<file path="src/rtl/spg_pkg.sv">
// constants and carrier types of the sleep and power gating controller
package spg_pkg;
    // ==========================================================
    // register map (byte offsets of the plain register port)
    localparam logic [7:0] CORE_CONTROL_REG_ADDR = 8'h00;
    localparam logic [7:0] MODULE_CLOCK_GATE_REG_ADDR = 8'h01;
    localparam logic [7:0] SLEEP_STATUS_REG_ADDR = 8'h02;
    // ==========================================================
    // core control fields
    localparam int BROWNOUT_SLEEP_OFF_BIT_OFF_BIT = 7;
    localparam int SLEEP_ENABLE_BIT = 5;
    localparam int SLEEP_MODE_LSB = 3;
    localparam int BROWNOUT_SLEEP_OFF_BIT_UNLOCK_BIT = 2;
    localparam logic [7:0] CORE_CONTROL_RESET = 8'h00;
    // ==========================================================
    // module clock gate fields
    localparam int GATE_FAST_TIMER_BIT = 3;
    localparam int GATE_BASIC_TIMER_BIT = 2;
    localparam int GATE_SERIAL_UNIT_BIT = 1;
    localparam int GATE_CONVERTER_BIT = 0;
    localparam logic [3:0] MODULE_CLOCK_GATE_RESET = 4'h0;
    // ==========================================================
    // status fields
    localparam int STAT_SLEEPING_BIT = 0;
    localparam int STAT_WAKING_BIT = 1;
    localparam int STAT_BOD_OFF_BIT = 2;
    localparam int STAT_MODE_LSB = 4;
    // ==========================================================
    // sleep mode encodings
    localparam logic [1:0] SLEEP_MODE_IDLE = 2'h0;
    localparam logic [1:0] SLEEP_MODE_ADC_NR = 2'h1;
    localparam logic [1:0] SLEEP_MODE_POWER_DOWN = 2'h2;
    localparam logic [1:0] SLEEP_MODE_RESERVED = 2'h3;
    // ==========================================================
    // timing
    localparam int TIMER_W = 12;
    localparam int CLOCK_PERIOD_NS = 100;
    localparam int UNLOCK_WINDOW_CYCLES = 4;
    localparam int BROWNOUT_SLEEP_OFF_BIT_SETTLE_CYCLES = 3;
    localparam int BROWNOUT_SLEEP_OFF_BIT_HOLD_CYCLES = 3;
    localparam int WAKE_HALT_CYCLES = 4;
    localparam int RESET_WAKE_US = 64;
    localparam int RESET_WAKE_CYCLES =
        (RESET_WAKE_US * 1000 + CLOCK_PERIOD_NS - 1) / CLOCK_PERIOD_NS;
    // ==========================================================
    // types
    typedef enum logic [1:0] {
        ST_ACTIVE,
        ST_SLEEP,
        ST_WAKE_START,
        ST_WAKE_HALT
    } spg_state_e;

    typedef struct packed {
        logic core;
        logic flash;
        logic io;
        logic adc;
        logic fast;
        logic osc;
    } spg_clk_s;

    typedef struct packed {
        logic fastTimer;
        logic basicTimer;
        logic serialUnit;
        logic converter;
    } spg_periph_s;

    typedef struct packed {
        logic extIrqLevel;
        logic extIrqEdge;
        logic pinChange;
        logic memReady;
        logic serialStart;
        logic adcDone;
        logic otherIo;
        logic watchdogIrq;
    } spg_wake_s;
endpackage

</file>
<file path="src/rtl/spg_cycle_timer.sv">
// one-shot cycle timer used for windows, delays and halts
`timescale 1ns/1ps
module spg_cycle_timer
    import spg_pkg::*;
#(
    parameter int W = TIMER_W
) (
    input wire logic clock,
    input wire logic rst,
    input wire logic start,
    input wire logic [W-1:0] loadVal,
    output logic running,
    output logic done
);
    logic [W-1:0] count_q;

    // a start while running is ignored: a window is never stretched
    always_ff @(posedge clock or posedge rst) begin
        if (rst) begin
            count_q <= '0;
            running <= 1'b0;
            done <= 1'b0;
        end else begin
            done <= 1'b0;
            if (running) begin
                if (count_q == W'(1)) begin
                    running <= 1'b0;
                    done <= 1'b1;
                end
                count_q <= count_q - W'(1);
            end else if (start) begin
                count_q <= loadVal;
                running <= 1'b1;
            end
        end
    end
endmodule

</file>
<file path="src/rtl/spg_sleep_ctrl.sv">
// sleep mode, wake-up, brown-out sleep-off and module clock gate control
`timescale 1ns/1ps
module spg_sleep_ctrl
    import spg_pkg::*;
(
    input wire logic clock,
    input wire logic rst,
    input wire logic [7:0] busAddr,
    input wire logic [7:0] busWrData,
    input wire logic busWr,
    input wire logic busRd,
    input wire logic sleepInstr,
    input wire spg_wake_s wakeReq,
    input wire logic adcEnabled,
    input wire logic oscStable,
    output logic [7:0] busRdData_q,
    output spg_clk_s clkEn_q,
    output spg_periph_s periphEn_q,
    output logic bodEnable_q,
    output logic adcStart_q,
    output logic coreHalt_q,
    output logic resumeIrq_q,
    output logic resetVector_q
);
    // ==========================================================
    // register file
    logic sleepEnable_q;
    logic [1:0] sleepMode_q;
    logic [3:0] gate_q;
    logic ctrlWr;
    logic armWr;
    logic unlockWr;

    assign ctrlWr = busWr && (busAddr == CORE_CONTROL_REG_ADDR);
    assign unlockWr = ctrlWr && busWrData[BROWNOUT_SLEEP_OFF_BIT_OFF_BIT]
        && busWrData[BROWNOUT_SLEEP_OFF_BIT_UNLOCK_BIT];
    assign armWr = ctrlWr && busWrData[BROWNOUT_SLEEP_OFF_BIT_OFF_BIT]
        && !busWrData[BROWNOUT_SLEEP_OFF_BIT_UNLOCK_BIT];

    always_ff @(posedge clock or posedge rst) begin
        if (rst) begin
            sleepEnable_q <= CORE_CONTROL_RESET[SLEEP_ENABLE_BIT];
            sleepMode_q <= CORE_CONTROL_RESET[SLEEP_MODE_LSB +: 2];
        end else if (ctrlWr) begin
            sleepEnable_q <= busWrData[SLEEP_ENABLE_BIT];
            sleepMode_q <= busWrData[SLEEP_MODE_LSB +: 2];
        end
    end

    always_ff @(posedge clock or posedge rst) begin
        if (rst) begin
            gate_q <= MODULE_CLOCK_GATE_RESET;
        end else if (busWr && (busAddr == MODULE_CLOCK_GATE_REG_ADDR)) begin
            gate_q <= busWrData[3:0];
        end
    end

    // ==========================================================
    // brown-out sleep-off timed sequence
    logic unlockOpen;
    logic settleDone;
    logic bodsActive;

    // the first write opens a window; only a second write inside it arms
    spg_cycle_timer u_unlock (
        .clock(clock),
        .rst(rst),
        .start(unlockWr),
        .loadVal(TIMER_W'(UNLOCK_WINDOW_CYCLES)),
        .running(unlockOpen),
        .done()
    );

    spg_cycle_timer u_settle (
        .clock(clock),
        .rst(rst),
        .start(armWr && unlockOpen),
        .loadVal(TIMER_W'(BROWNOUT_SLEEP_OFF_BIT_SETTLE_CYCLES)),
        .running(),
        .done(settleDone)
    );

    spg_cycle_timer u_hold (
        .clock(clock),
        .rst(rst),
        .start(settleDone),
        .loadVal(TIMER_W'(BROWNOUT_SLEEP_OFF_BIT_HOLD_CYCLES)),
        .running(bodsActive),
        .done()
    );

    // ==========================================================
    // sleep state machine
    spg_state_e state_q;
    spg_state_e state_d;
    logic [1:0] mode_q;
    logic [1:0] mode_d;
    logic bodOff_q;
    logic bodOff_d;
    logic sleepGo;
    logic wakeHit;
    logic resetWait_q;
    logic resetWaitDone;
    logic haltDone;
    logic enterHalt;

    // the reserved field value leaves the instruction without effect
    assign sleepGo = sleepInstr && sleepEnable_q
        && (sleepMode_q != SLEEP_MODE_RESERVED);

    always_comb begin
        case (mode_q)
            SLEEP_MODE_IDLE: wakeHit = |wakeReq;
            SLEEP_MODE_ADC_NR: wakeHit = wakeReq.adcDone
                || wakeReq.memReady || wakeReq.pinChange
                || wakeReq.extIrqLevel;
            SLEEP_MODE_POWER_DOWN: wakeHit = wakeReq.serialStart
                || wakeReq.pinChange || wakeReq.watchdogIrq
                || wakeReq.extIrqLevel;
            default: wakeHit = 1'b0;
        endcase
    end

    // oscillator restart and, after a detector-off sleep, the reset delay
    assign enterHalt = (state_q == ST_WAKE_START) && oscStable
        && !resetWait_q;

    always_comb begin
        state_d = state_q;
        mode_d = mode_q;
        bodOff_d = bodOff_q;
        case (state_q)
            ST_ACTIVE: begin
                if (sleepGo) begin
                    state_d = ST_SLEEP;
                    mode_d = sleepMode_q;
                    bodOff_d = bodsActive
                        && (sleepMode_q == SLEEP_MODE_POWER_DOWN);
                end
            end
            ST_SLEEP: begin
                if (wakeHit) begin
                    state_d = ST_WAKE_START;
                end
            end
            ST_WAKE_START: begin
                if (enterHalt) begin
                    state_d = ST_WAKE_HALT;
                    bodOff_d = 1'b0;
                end
            end
            ST_WAKE_HALT: begin
                if (haltDone) begin
                    state_d = ST_ACTIVE;
                end
            end
            default: state_d = ST_ACTIVE;
        endcase
    end

    // reset drops straight to active; nothing here touches core storage
    always_ff @(posedge clock or posedge rst) begin
        if (rst) begin
            state_q <= ST_ACTIVE;
            mode_q <= SLEEP_MODE_IDLE;
            bodOff_q <= 1'b0;
        end else begin
            state_q <= state_d;
            mode_q <= mode_d;
            bodOff_q <= bodOff_d;
        end
    end

    always_ff @(posedge clock or posedge rst) begin
        if (rst) begin
            resetWait_q <= 1'b0;
        end else if (state_q == ST_SLEEP && wakeHit && bodOff_q) begin
            resetWait_q <= 1'b1;
        end else if (resetWaitDone) begin
            resetWait_q <= 1'b0;
        end
    end

    spg_cycle_timer u_reset_wake (
        .clock(clock),
        .rst(rst),
        .start(state_q == ST_SLEEP && wakeHit && bodOff_q),
        .loadVal(TIMER_W'(RESET_WAKE_CYCLES)),
        .running(),
        .done(resetWaitDone)
    );

    // loaded one short: the done cycle is the last halted cycle
    spg_cycle_timer u_halt (
        .clock(clock),
        .rst(rst),
        .start(enterHalt),
        .loadVal(TIMER_W'(WAKE_HALT_CYCLES - 1)),
        .running(),
        .done(haltDone)
    );

    // ==========================================================
    // clock enables, registered from the next state
    spg_clk_s clk_d;

    always_comb begin
        clk_d = '{core: 1'b1, flash: 1'b1, io: 1'b1, adc: 1'b1,
                  fast: 1'b1, osc: 1'b1};
        if (state_d == ST_SLEEP) begin
            case (mode_d)
                SLEEP_MODE_IDLE: begin
                    clk_d.core = 1'b0;
                    clk_d.flash = 1'b0;
                end
                SLEEP_MODE_ADC_NR: begin
                    clk_d = '{core: 1'b0, flash: 1'b0, io: 1'b0,
                              adc: 1'b1, fast: 1'b0, osc: 1'b1};
                end
                default: clk_d = '0;
            endcase
        end else if (state_d != ST_ACTIVE) begin
            // core stays frozen until the halt ends
            clk_d.core = 1'b0;
            clk_d.flash = 1'b0;
        end
    end

    always_ff @(posedge clock or posedge rst) begin
        if (rst) begin
            clkEn_q <= '1;
            periphEn_q <= '1;
        end else begin
            clkEn_q <= clk_d;
            // gating also blocks register access of that peripheral
            periphEn_q.fastTimer <= clk_d.fast
                && !gate_q[GATE_FAST_TIMER_BIT];
            periphEn_q.basicTimer <= clk_d.io
                && !gate_q[GATE_BASIC_TIMER_BIT];
            periphEn_q.serialUnit <= clk_d.io
                && !gate_q[GATE_SERIAL_UNIT_BIT];
            periphEn_q.converter <= clk_d.adc
                && !gate_q[GATE_CONVERTER_BIT];
        end
    end

    // ==========================================================
    // core side and detector outputs
    always_ff @(posedge clock or posedge rst) begin
        if (rst) begin
            bodEnable_q <= 1'b1;
            adcStart_q <= 1'b0;
            coreHalt_q <= 1'b0;
            resumeIrq_q <= 1'b0;
            resetVector_q <= 1'b1;
        end else begin
            bodEnable_q <= !(bodOff_d && state_d != ST_ACTIVE);
            adcStart_q <= sleepGo && (state_q == ST_ACTIVE) && adcEnabled
                && (sleepMode_q != SLEEP_MODE_POWER_DOWN);
            coreHalt_q <= (state_d != ST_ACTIVE);
            resumeIrq_q <= (state_q == ST_WAKE_HALT) && haltDone;
            resetVector_q <= 1'b0;
        end
    end

    // ==========================================================
    // read port
    always_ff @(posedge clock or posedge rst) begin
        if (rst) begin
            busRdData_q <= 8'h00;
        end else if (busRd) begin
            case (busAddr)
                CORE_CONTROL_REG_ADDR: begin
                    busRdData_q <= 8'h00;
                    busRdData_q[BROWNOUT_SLEEP_OFF_BIT_OFF_BIT] <= bodsActive;
                    busRdData_q[SLEEP_ENABLE_BIT] <= sleepEnable_q;
                    busRdData_q[SLEEP_MODE_LSB +: 2] <= sleepMode_q;
                    busRdData_q[BROWNOUT_SLEEP_OFF_BIT_UNLOCK_BIT] <= unlockOpen;
                end
                MODULE_CLOCK_GATE_REG_ADDR: busRdData_q <= {4'h0, gate_q};
                SLEEP_STATUS_REG_ADDR: begin
                    busRdData_q <= 8'h00;
                    busRdData_q[STAT_SLEEPING_BIT] <= (state_q == ST_SLEEP);
                    busRdData_q[STAT_WAKING_BIT] <= (state_q == ST_WAKE_START)
                        || (state_q == ST_WAKE_HALT);
                    busRdData_q[STAT_BOD_OFF_BIT] <= bodOff_q;
                    busRdData_q[STAT_MODE_LSB +: 2] <= mode_q;
                end
                default: busRdData_q <= 8'h00;
            endcase
        end else begin
            busRdData_q <= 8'h00;
        end
    end

    // ==========================================================
    // assertions
    a_sleep_needs_enable:
    assert property (@(posedge clock) disable iff (rst)
        $rose(coreHalt_q) |-> $past(sleepInstr && sleepEnable_q))
        else $error("sleep entered without enable and instruction");

    a_idle_clocks:
    assert property (@(posedge clock) disable iff (rst)
        (state_q == ST_SLEEP && mode_q == SLEEP_MODE_IDLE)
        |-> !clkEn_q.core && !clkEn_q.flash && clkEn_q.io && clkEn_q.osc)
        else $error("idle clock set wrong");

    a_noise_clocks:
    assert property (@(posedge clock) disable iff (rst)
        (state_q == ST_SLEEP && mode_q == SLEEP_MODE_ADC_NR)
        |-> !clkEn_q.io && !clkEn_q.core && clkEn_q.adc && clkEn_q.osc)
        else $error("noise mode clock set wrong");

    a_pdown_clocks:
    assert property (@(posedge clock) disable iff (rst)
        (state_q == ST_SLEEP && mode_q == SLEEP_MODE_POWER_DOWN)
        |-> clkEn_q == '0)
        else $error("power-down clocks not all stopped");

    a_halt_four:
    assert property (@(posedge clock) disable iff (rst)
        $rose(state_q == ST_WAKE_HALT)
        |-> (state_q == ST_WAKE_HALT)[*4] ##1 state_q == ST_ACTIVE)
        else $error("wake halt not four cycles");

    a_pdown_sources:
    assert property (@(posedge clock) disable iff (rst)
        (state_q == ST_SLEEP && mode_q == SLEEP_MODE_POWER_DOWN
         && !wakeReq.serialStart && !wakeReq.pinChange
         && !wakeReq.watchdogIrq && !wakeReq.extIrqLevel)
        |=> state_q == ST_SLEEP)
        else $error("power-down woken by a foreign source");

    a_adc_autostart:
    assert property (@(posedge clock) disable iff (rst)
        (state_q == ST_ACTIVE && sleepGo && adcEnabled
         && sleepMode_q != SLEEP_MODE_POWER_DOWN) |=> adcStart_q)
        else $error("conversion not started on sleep entry");

    a_bod_off_pdown:
    assert property (@(posedge clock) disable iff (rst)
        !bodEnable_q |-> (mode_q == SLEEP_MODE_POWER_DOWN)
        && (state_q == ST_SLEEP || state_q == ST_WAKE_START))
        else $error("detector off outside power-down");

    a_brownout_sleep_off_bit_life:
    assert property (@(posedge clock) disable iff (rst)
        $rose(bodsActive) |-> bodsActive[*3] ##1 !bodsActive)
        else $error("sleep-off bit not active exactly three cycles");

    a_gate_fast:
    assert property (@(posedge clock) disable iff (rst)
        gate_q[GATE_FAST_TIMER_BIT] |=> !periphEn_q.fastTimer)
        else $error("gated fast timer still clocked");

    a_reserved_mode:
    assert property (@(posedge clock) disable iff (rst)
        (state_q == ST_ACTIVE && sleepMode_q == SLEEP_MODE_RESERVED)
        |=> state_q == ST_ACTIVE)
        else $error("reserved mode entered sleep");
endmodule

</file>
<file path="config.mk">
export PLATFORM = sky130hd
export DESIGN_NAME = spg_sleep_ctrl
export DESIGN_NICKNAME = d
export VERILOG_FILES = /design/src/rtl/spg_pkg.sv /design/src/rtl/spg_cycle_timer.sv /design/src/rtl/spg_sleep_ctrl.sv
export SDC_FILE = /design/constraint.sdc
export NUM_CORES = 1
export LEC_CHECK = 0
export ABC_AREA = 0
export BUFFER_PORTS_ARGS = -buffer_cell sky130_fd_sc_hd__buf_2
export CAP_MARGIN = 20
export CORE_MARGIN = 3
export CORE_UTILIZATION = 63
export CTS_BUF_LIST = sky130_fd_sc_hd__clkbuf_4
export DETAILED_ROUTE_END_ITERATION = 8
export GPL_ROUTABILITY_DRIVEN = 0
export MAX_ROUTING_LAYER = met4
export PLACE_DENSITY = 0.93
export SLEW_MARGIN = 5
export SYNTH_ARGS = -nofsm -noshare
export SYNTH_HDL_FRONTEND = slang
export SYNTH_HIERARCHICAL = 1
export SYNTH_SLANG_ARGS = --single-unit
</file>
<file path="constraint.sdc">
create_clock -name clock -period 7.1 [get_ports clock]
set_input_delay 0.355 -clock clock [delete_from_list [all_inputs] [get_ports clock]]
set_output_delay 0.355 -clock clock [all_outputs]
set_load 0.02 [all_outputs]
</file>
# == Word-level counts from Yosys, hierarchy flattened ==
# Index checks and enable logic that the tools add are counted.
# op_classes
shifts,0
reduce_logical,48
n_mux,50
n_addsub,5
n_eq_ne,17
n_bitwise,0
n_lt_le_gt_ge,0
multipliers,0
div,0
# op_table
operator,n
2-to-1 mux 12 bit,10
equality test 12 x 1 -> 1 bit (second input constant),5
subtractor 12 x 1 -> 12 bit (second input constant),5
2-to-1 mux 1 bit,25
case mux 8 bit (3 select lines),1
logical AND 1 bit,22
2-to-1 mux 2 bit,8
nonzero test 2 bit,7
equality test 2 x 1 -> 1 bit (second input constant),4
equality test 2 bit (second input constant),4
equality test 8 x 1 -> 1 bit (second input constant),1
equality test 8 x 2 -> 1 bit (second input constant),1
logical NOT 8 bit,1
2-to-1 mux 8 bit,1
case mux 2 bit (4 select lines),1
case mux 4 bit (2 select lines),1
OR reduction 8 bit,1
logical NOT 1 bit,7
logical OR 1 bit,7
logical NOT 2 bit,3
2-to-1 mux 4 bit,1
!= test 2 bit (second input constant),2
case mux 1 bit (3 select lines),1
case mux 1 bit (2 select lines),1
# word_totals
out_inout_bits,23
latchBits,0
ramBits,0
wordCells,156
rom_bits,0
n_memories,0
input_bits,31
register_bits,104

# == Longest topological paths before layout ==
# logic_depth
word_depth,9
mapped_depth,9
mapped_depth_nobuf,8

# == Hierarchy ==
# The synthesis kept the hierarchy.
# modules_own_cells
module,instances,cells_per_inst,area_each_um2,seq_area_each_um2
spg_cycle_timer,5,86,819.5,350.3
spg_sleep_ctrl,1,127,1482.7,812.0

# == Worst setup path after synthesis ==
# OpenSTA, ideal clock, no wires.
# synth_path
kind,input to register
start,in busAddr[5]
end,reg u_settle.count_q[9]
setup_time_ns,0.099
path_buffers,1
t_arrival_ns,2.448
required_time_ns,7.001
path_stages,9
path_slack_ns,4.553
cell_sequence,or4_1 > nor3_2 > nand2_1 > nor3_4 > and4b_1 > nor2b_1 > clkbuf_1 > a311oi_1 > a311oi_1
# synth_between
elab_chain_cells,6
# synth_lines
element,line,text
start: declaration,spg_sleep_ctrl.sv:8,"input wire logic [7:0] busAddr,"
logical NOT 8 bit,spg_sleep_ctrl.sv:34,assign ctrlWr = busWr && (busAddr == CORE_CONTROL_REG_ADDR);
logical AND 1 bit,spg_sleep_ctrl.sv:34,
logical AND 1 bit,spg_sleep_ctrl.sv:37,assign armWr = ctrlWr && busWrData[BROWNOUT_SLEEP_OFF_BIT_OFF_BIT]
logical AND 1 bit,spg_sleep_ctrl.sv:38,&& !busWrData[BROWNOUT_SLEEP_OFF_BIT_UNLOCK_BIT];
logical AND 1 bit,spg_sleep_ctrl.sv:77,".start(armWr && unlockOpen),"
nonzero test 2 bit (no source line),n/a,
end signal: assignment,spg_cycle_timer.sv:30,count_q <= count_q - W'(1);
end signal: assignment,spg_cycle_timer.sv:32,count_q <= loadVal;
end: declaration,spg_cycle_timer.sv:15,logic [W-1:0] count_q;
# No other way between the ends.
# A chain may end at the register's enable or synchronous reset.

# == Worst setup path in the final report ==
# layout_path
start,reg mode_q[1]
end,reg u_reset_wake.count_q[6]
# layout_between
elab_chain_cells,5
elab_cells_between_ends,7
cone_classes,2 x eq/ne; 1 x mux; 4 x reduce/logical
# layout_lines
element,line,text
start: declaration,spg_sleep_ctrl.sv:96,logic [1:0] mode_q;
start signal: assignment,spg_sleep_ctrl.sv:169,mode_q <= mode_d;
"equality test 2 bit, or another cell as far along",spg_sleep_ctrl.sv:112,case (mode_q)
case mux 1 bit (3 select lines) (*),spg_sleep_ctrl.sv:112,
logical AND 1 bit (*) (2 in series),spg_sleep_ctrl.sv:187,".start(state_q == ST_SLEEP && wakeHit && bodOff_q),"
nonzero test 2 bit (no source line) (*),n/a,
end signal: assignment,spg_cycle_timer.sv:30,
end signal: assignment,spg_cycle_timer.sv:32,
end: declaration,spg_cycle_timer.sv:15,
# Every way passes the cells marked *; elsewhere a longest branch is shown, timed or not.

==> metrics <==
synthesized cell area 0.005513 mm2; Starting DRT DRC Count 323; critical path fanouts, max 11; # setup viols final 0; via count 4767; GRT overflow 0; CP startpoint mode_q[1]$_DFF_PP0_; worst hold margin 0.1471 ns; Comb pwr share 19.7%; Worst Skew 0.01631 ns; n_diodes 0; CP top delay family compound AO/OA/AOI/OAI gates; Post-Place Worst Slack 3.930 ns; crit path time final 3.083 ns; # resized after CTS 0; FF+latch area 0.002514 mm2; global-route wire length before repair 21800 um; vias in the first global route 4646; CTS tree done; final setup TNS 0 ns; total die area 0.009909 mm2; worst slew pin tran 0.9946 ns; clock group share of total power 24.5%; htree depth 3; Max-slew headroom 33.08%; largest net degree at the start of global routing 33; Hold Fails Final Rpt 0; PortBufs 51; leak pwr 2.864 nW; syn_area_per_cell 9.969 um2; Critical Path Slowest Stage Cell nor2b_1; final worst setup slack 4.017 ns; CP dominant cell by count inv_1; run status completed; r2r startpoint mode_q[1]$_DFF_PP0_; CTS Sinks 100; Vias/cell 6.167; fmax 324.4 MHz; Post-CTS Hold Fix Bufs 1; DRT Wirelength 12860 um; CP Capture Point u_reset_wake/count_q[6]$_DFFE_PP0P_; worst skew pair latency 0.45 ns; Initial DRT Pass Iterations 5; Psw 0.0004096 W; Top Ports 54; Reg2Reg Depth 8; Seq pwr share 55.8%; initial antenna violation count 0; Final Max Slew Viols 0; crit-path cells inv_1 > ha_1 > inv_1 > o31ai_1 > o211a_1 > nor2b_1 > a311oi_1 > a221o_1; Avg WL per Cell 16.64 um; Warnings, synthesis 6; Worst EP required 7.44 ns; Multi-input gate area 0.002984 mm2; clock root cell clkbuf_4; CTS buffer count 9; reg-to-reg endpoint u_reset_wake/count_q[6]$_DFFE_PP0P_; core area 0.008341 mm2; unrepaired setup endpoints after global routing no; path length in cells of the critical path 8; Post-CTS Setup Repair Bufs 0; Routed Antenna Nets 0; Area Overhead vs Synth 13.28%; clock slew at reported path FFs 0.16 ns; P per Cell Area 200.6 mW/mm2; CP Capture Type flip-flop; max-cap violation count 0; HP Class input pin to flip-flop; GRT Total Usage 27.85%; R2R Setup Slk 4.02 ns; fill cell count 565; slowest stage delay, CP 0.73 ns; switching share of total power 32.70%; initial core utilization 66.10%; CP Launch Type flip-flop; VDD IR max 0.1075 mV; standard-cell rows 33; DP Wirelength 9299 um; crit path buf inv count 2; Final Net Count 707; share of post-route cells with drive strength above 1 16.32%; crit share post-route 43.42%; Die Ht 99.55 um; Cell Int Power 0.0008429 W; crit path DAT 3.42 ns; kind of critical path flip-flop to flip-flop; DRC Markers 0; maximum root-to-sink buffer count 2; synthesized netlist cell count 553; die span in x 99.55 um; fin util 74.87%
[stage by stage]
stage / instances / power, W / instance area (um2)
finish: 773 / 0.001253 / 6245
global route: 773 / 0.001322 / 6245
CTS: 772 / 0.001252 / 6217
detailed placement: 755 / 0.0009464 / 6065
global placement: 755 / 0.0009232 / 6065
floorplan: 618 / 0.0008701 / 5757
[power groups by stage]
stage                     Clock [W]  Sequential [W]  Combinational, W
after floorplan                   0        0.000682          0.000188
after global placement            0        0.000701          0.000222
after detailed placement          0        0.000706          0.000240
after CTS                  0.000314        0.000697          0.000241
after global routing       0.000336        0.000708          0.000278
final                      0.000306        0.000699          0.000247
[cell type report]
type,count,share of cell area (%)
multi-input combinational,453,47.79
sequential,100,40.25
timing repair buffer,55,4.929
inverter,44,2.645
tap,105,2.104
clock inverter,7,1.202
clock buffer,9,1.082
[worst min-delay path by stage]
| stage | startpoint | to | slack (ns) | depth (start not counted) |
|---|---|---|---|---|
| after floorplan | rst | u_hold/count_q[0]$_DFFE_PP0P_ | 0.23 | 1 |
| after global placement | gate_q[3]$_DFFE_PP0P_ | periphEn_q[3]$_DFF_PP1_ | 0.43 | 1 |
| after detailed placement | gate_q[0]$_DFFE_PP0P_ | periphEn_q[0]$_DFF_PP1_ | 0.43 | 1 |
| after CTS | busWrData[3] | sleepMode_q[0]$_DFFE_PP0P_ | 0.13 | 2 |
| after global routing | busWrData[3] | sleepMode_q[0]$_DFFE_PP0P_ | 0.11 | 2 |
| final | adcEnabled | adcStart_q$_DFF_PP0_ | 0.15 | 3 |
[sequential cells by signal, indices dropped and copies added (netlist names), 2 cells and up]
| signal | cells |
|---|---|
| sleepMode_q | 2 |
| u_hold/count_q | 12 |
| clkEn_q | 3 |
| busRdData_q | 7 |
| u_settle/count_q | 12 |
| periphEn_q | 4 |
| u_unlock/count_q | 12 |
| gate_q | 4 |
| u_halt/count_q | 12 |
| mode_q | 2 |
| u_reset_wake/count_q | 12 |
| state_q | 2 |
[worst min-delay path, stage by stage]
cell and delay (ns):
buf_2 0.11, o21ai_0 0.07, nor2_1 0.05
[placed cells by master, fill, tap and decap left out, types with 7 or more instances in the layout]
cell type  count
nor2b_1       31
a22oi_1       10
o21ai_0       24
nor3_1        10
a32oi_1       20
clkbuf_4       9
nor2_1        43
buf_2         51
a21oi_1       14
nand3_1        7
conb_1        67
mux2_2         8
ha_1          13
nand2_1       32
dfstp_2        9
o211ai_1       7
a311oi_1      25
dfrtp_1       91
nor3b_1       12
mux2i_1       16
or4_1         11
inv_1         44
[routing by layer]
metal  part of all wire [%]  global-route usage (%)  routed length (um)  vias to the layer above
met3                    5.5                   5.540                 707                       28
met4                    2.3                   9.979                 292                        0
met1                     43                   35.08                5471                     2326
met2                     50                   44.99                6390                      175
met5                      0                       -                   0                        -
li1                       -                       -                   -                     2238
No activity file was read; power rests on OpenSTA's default activity.
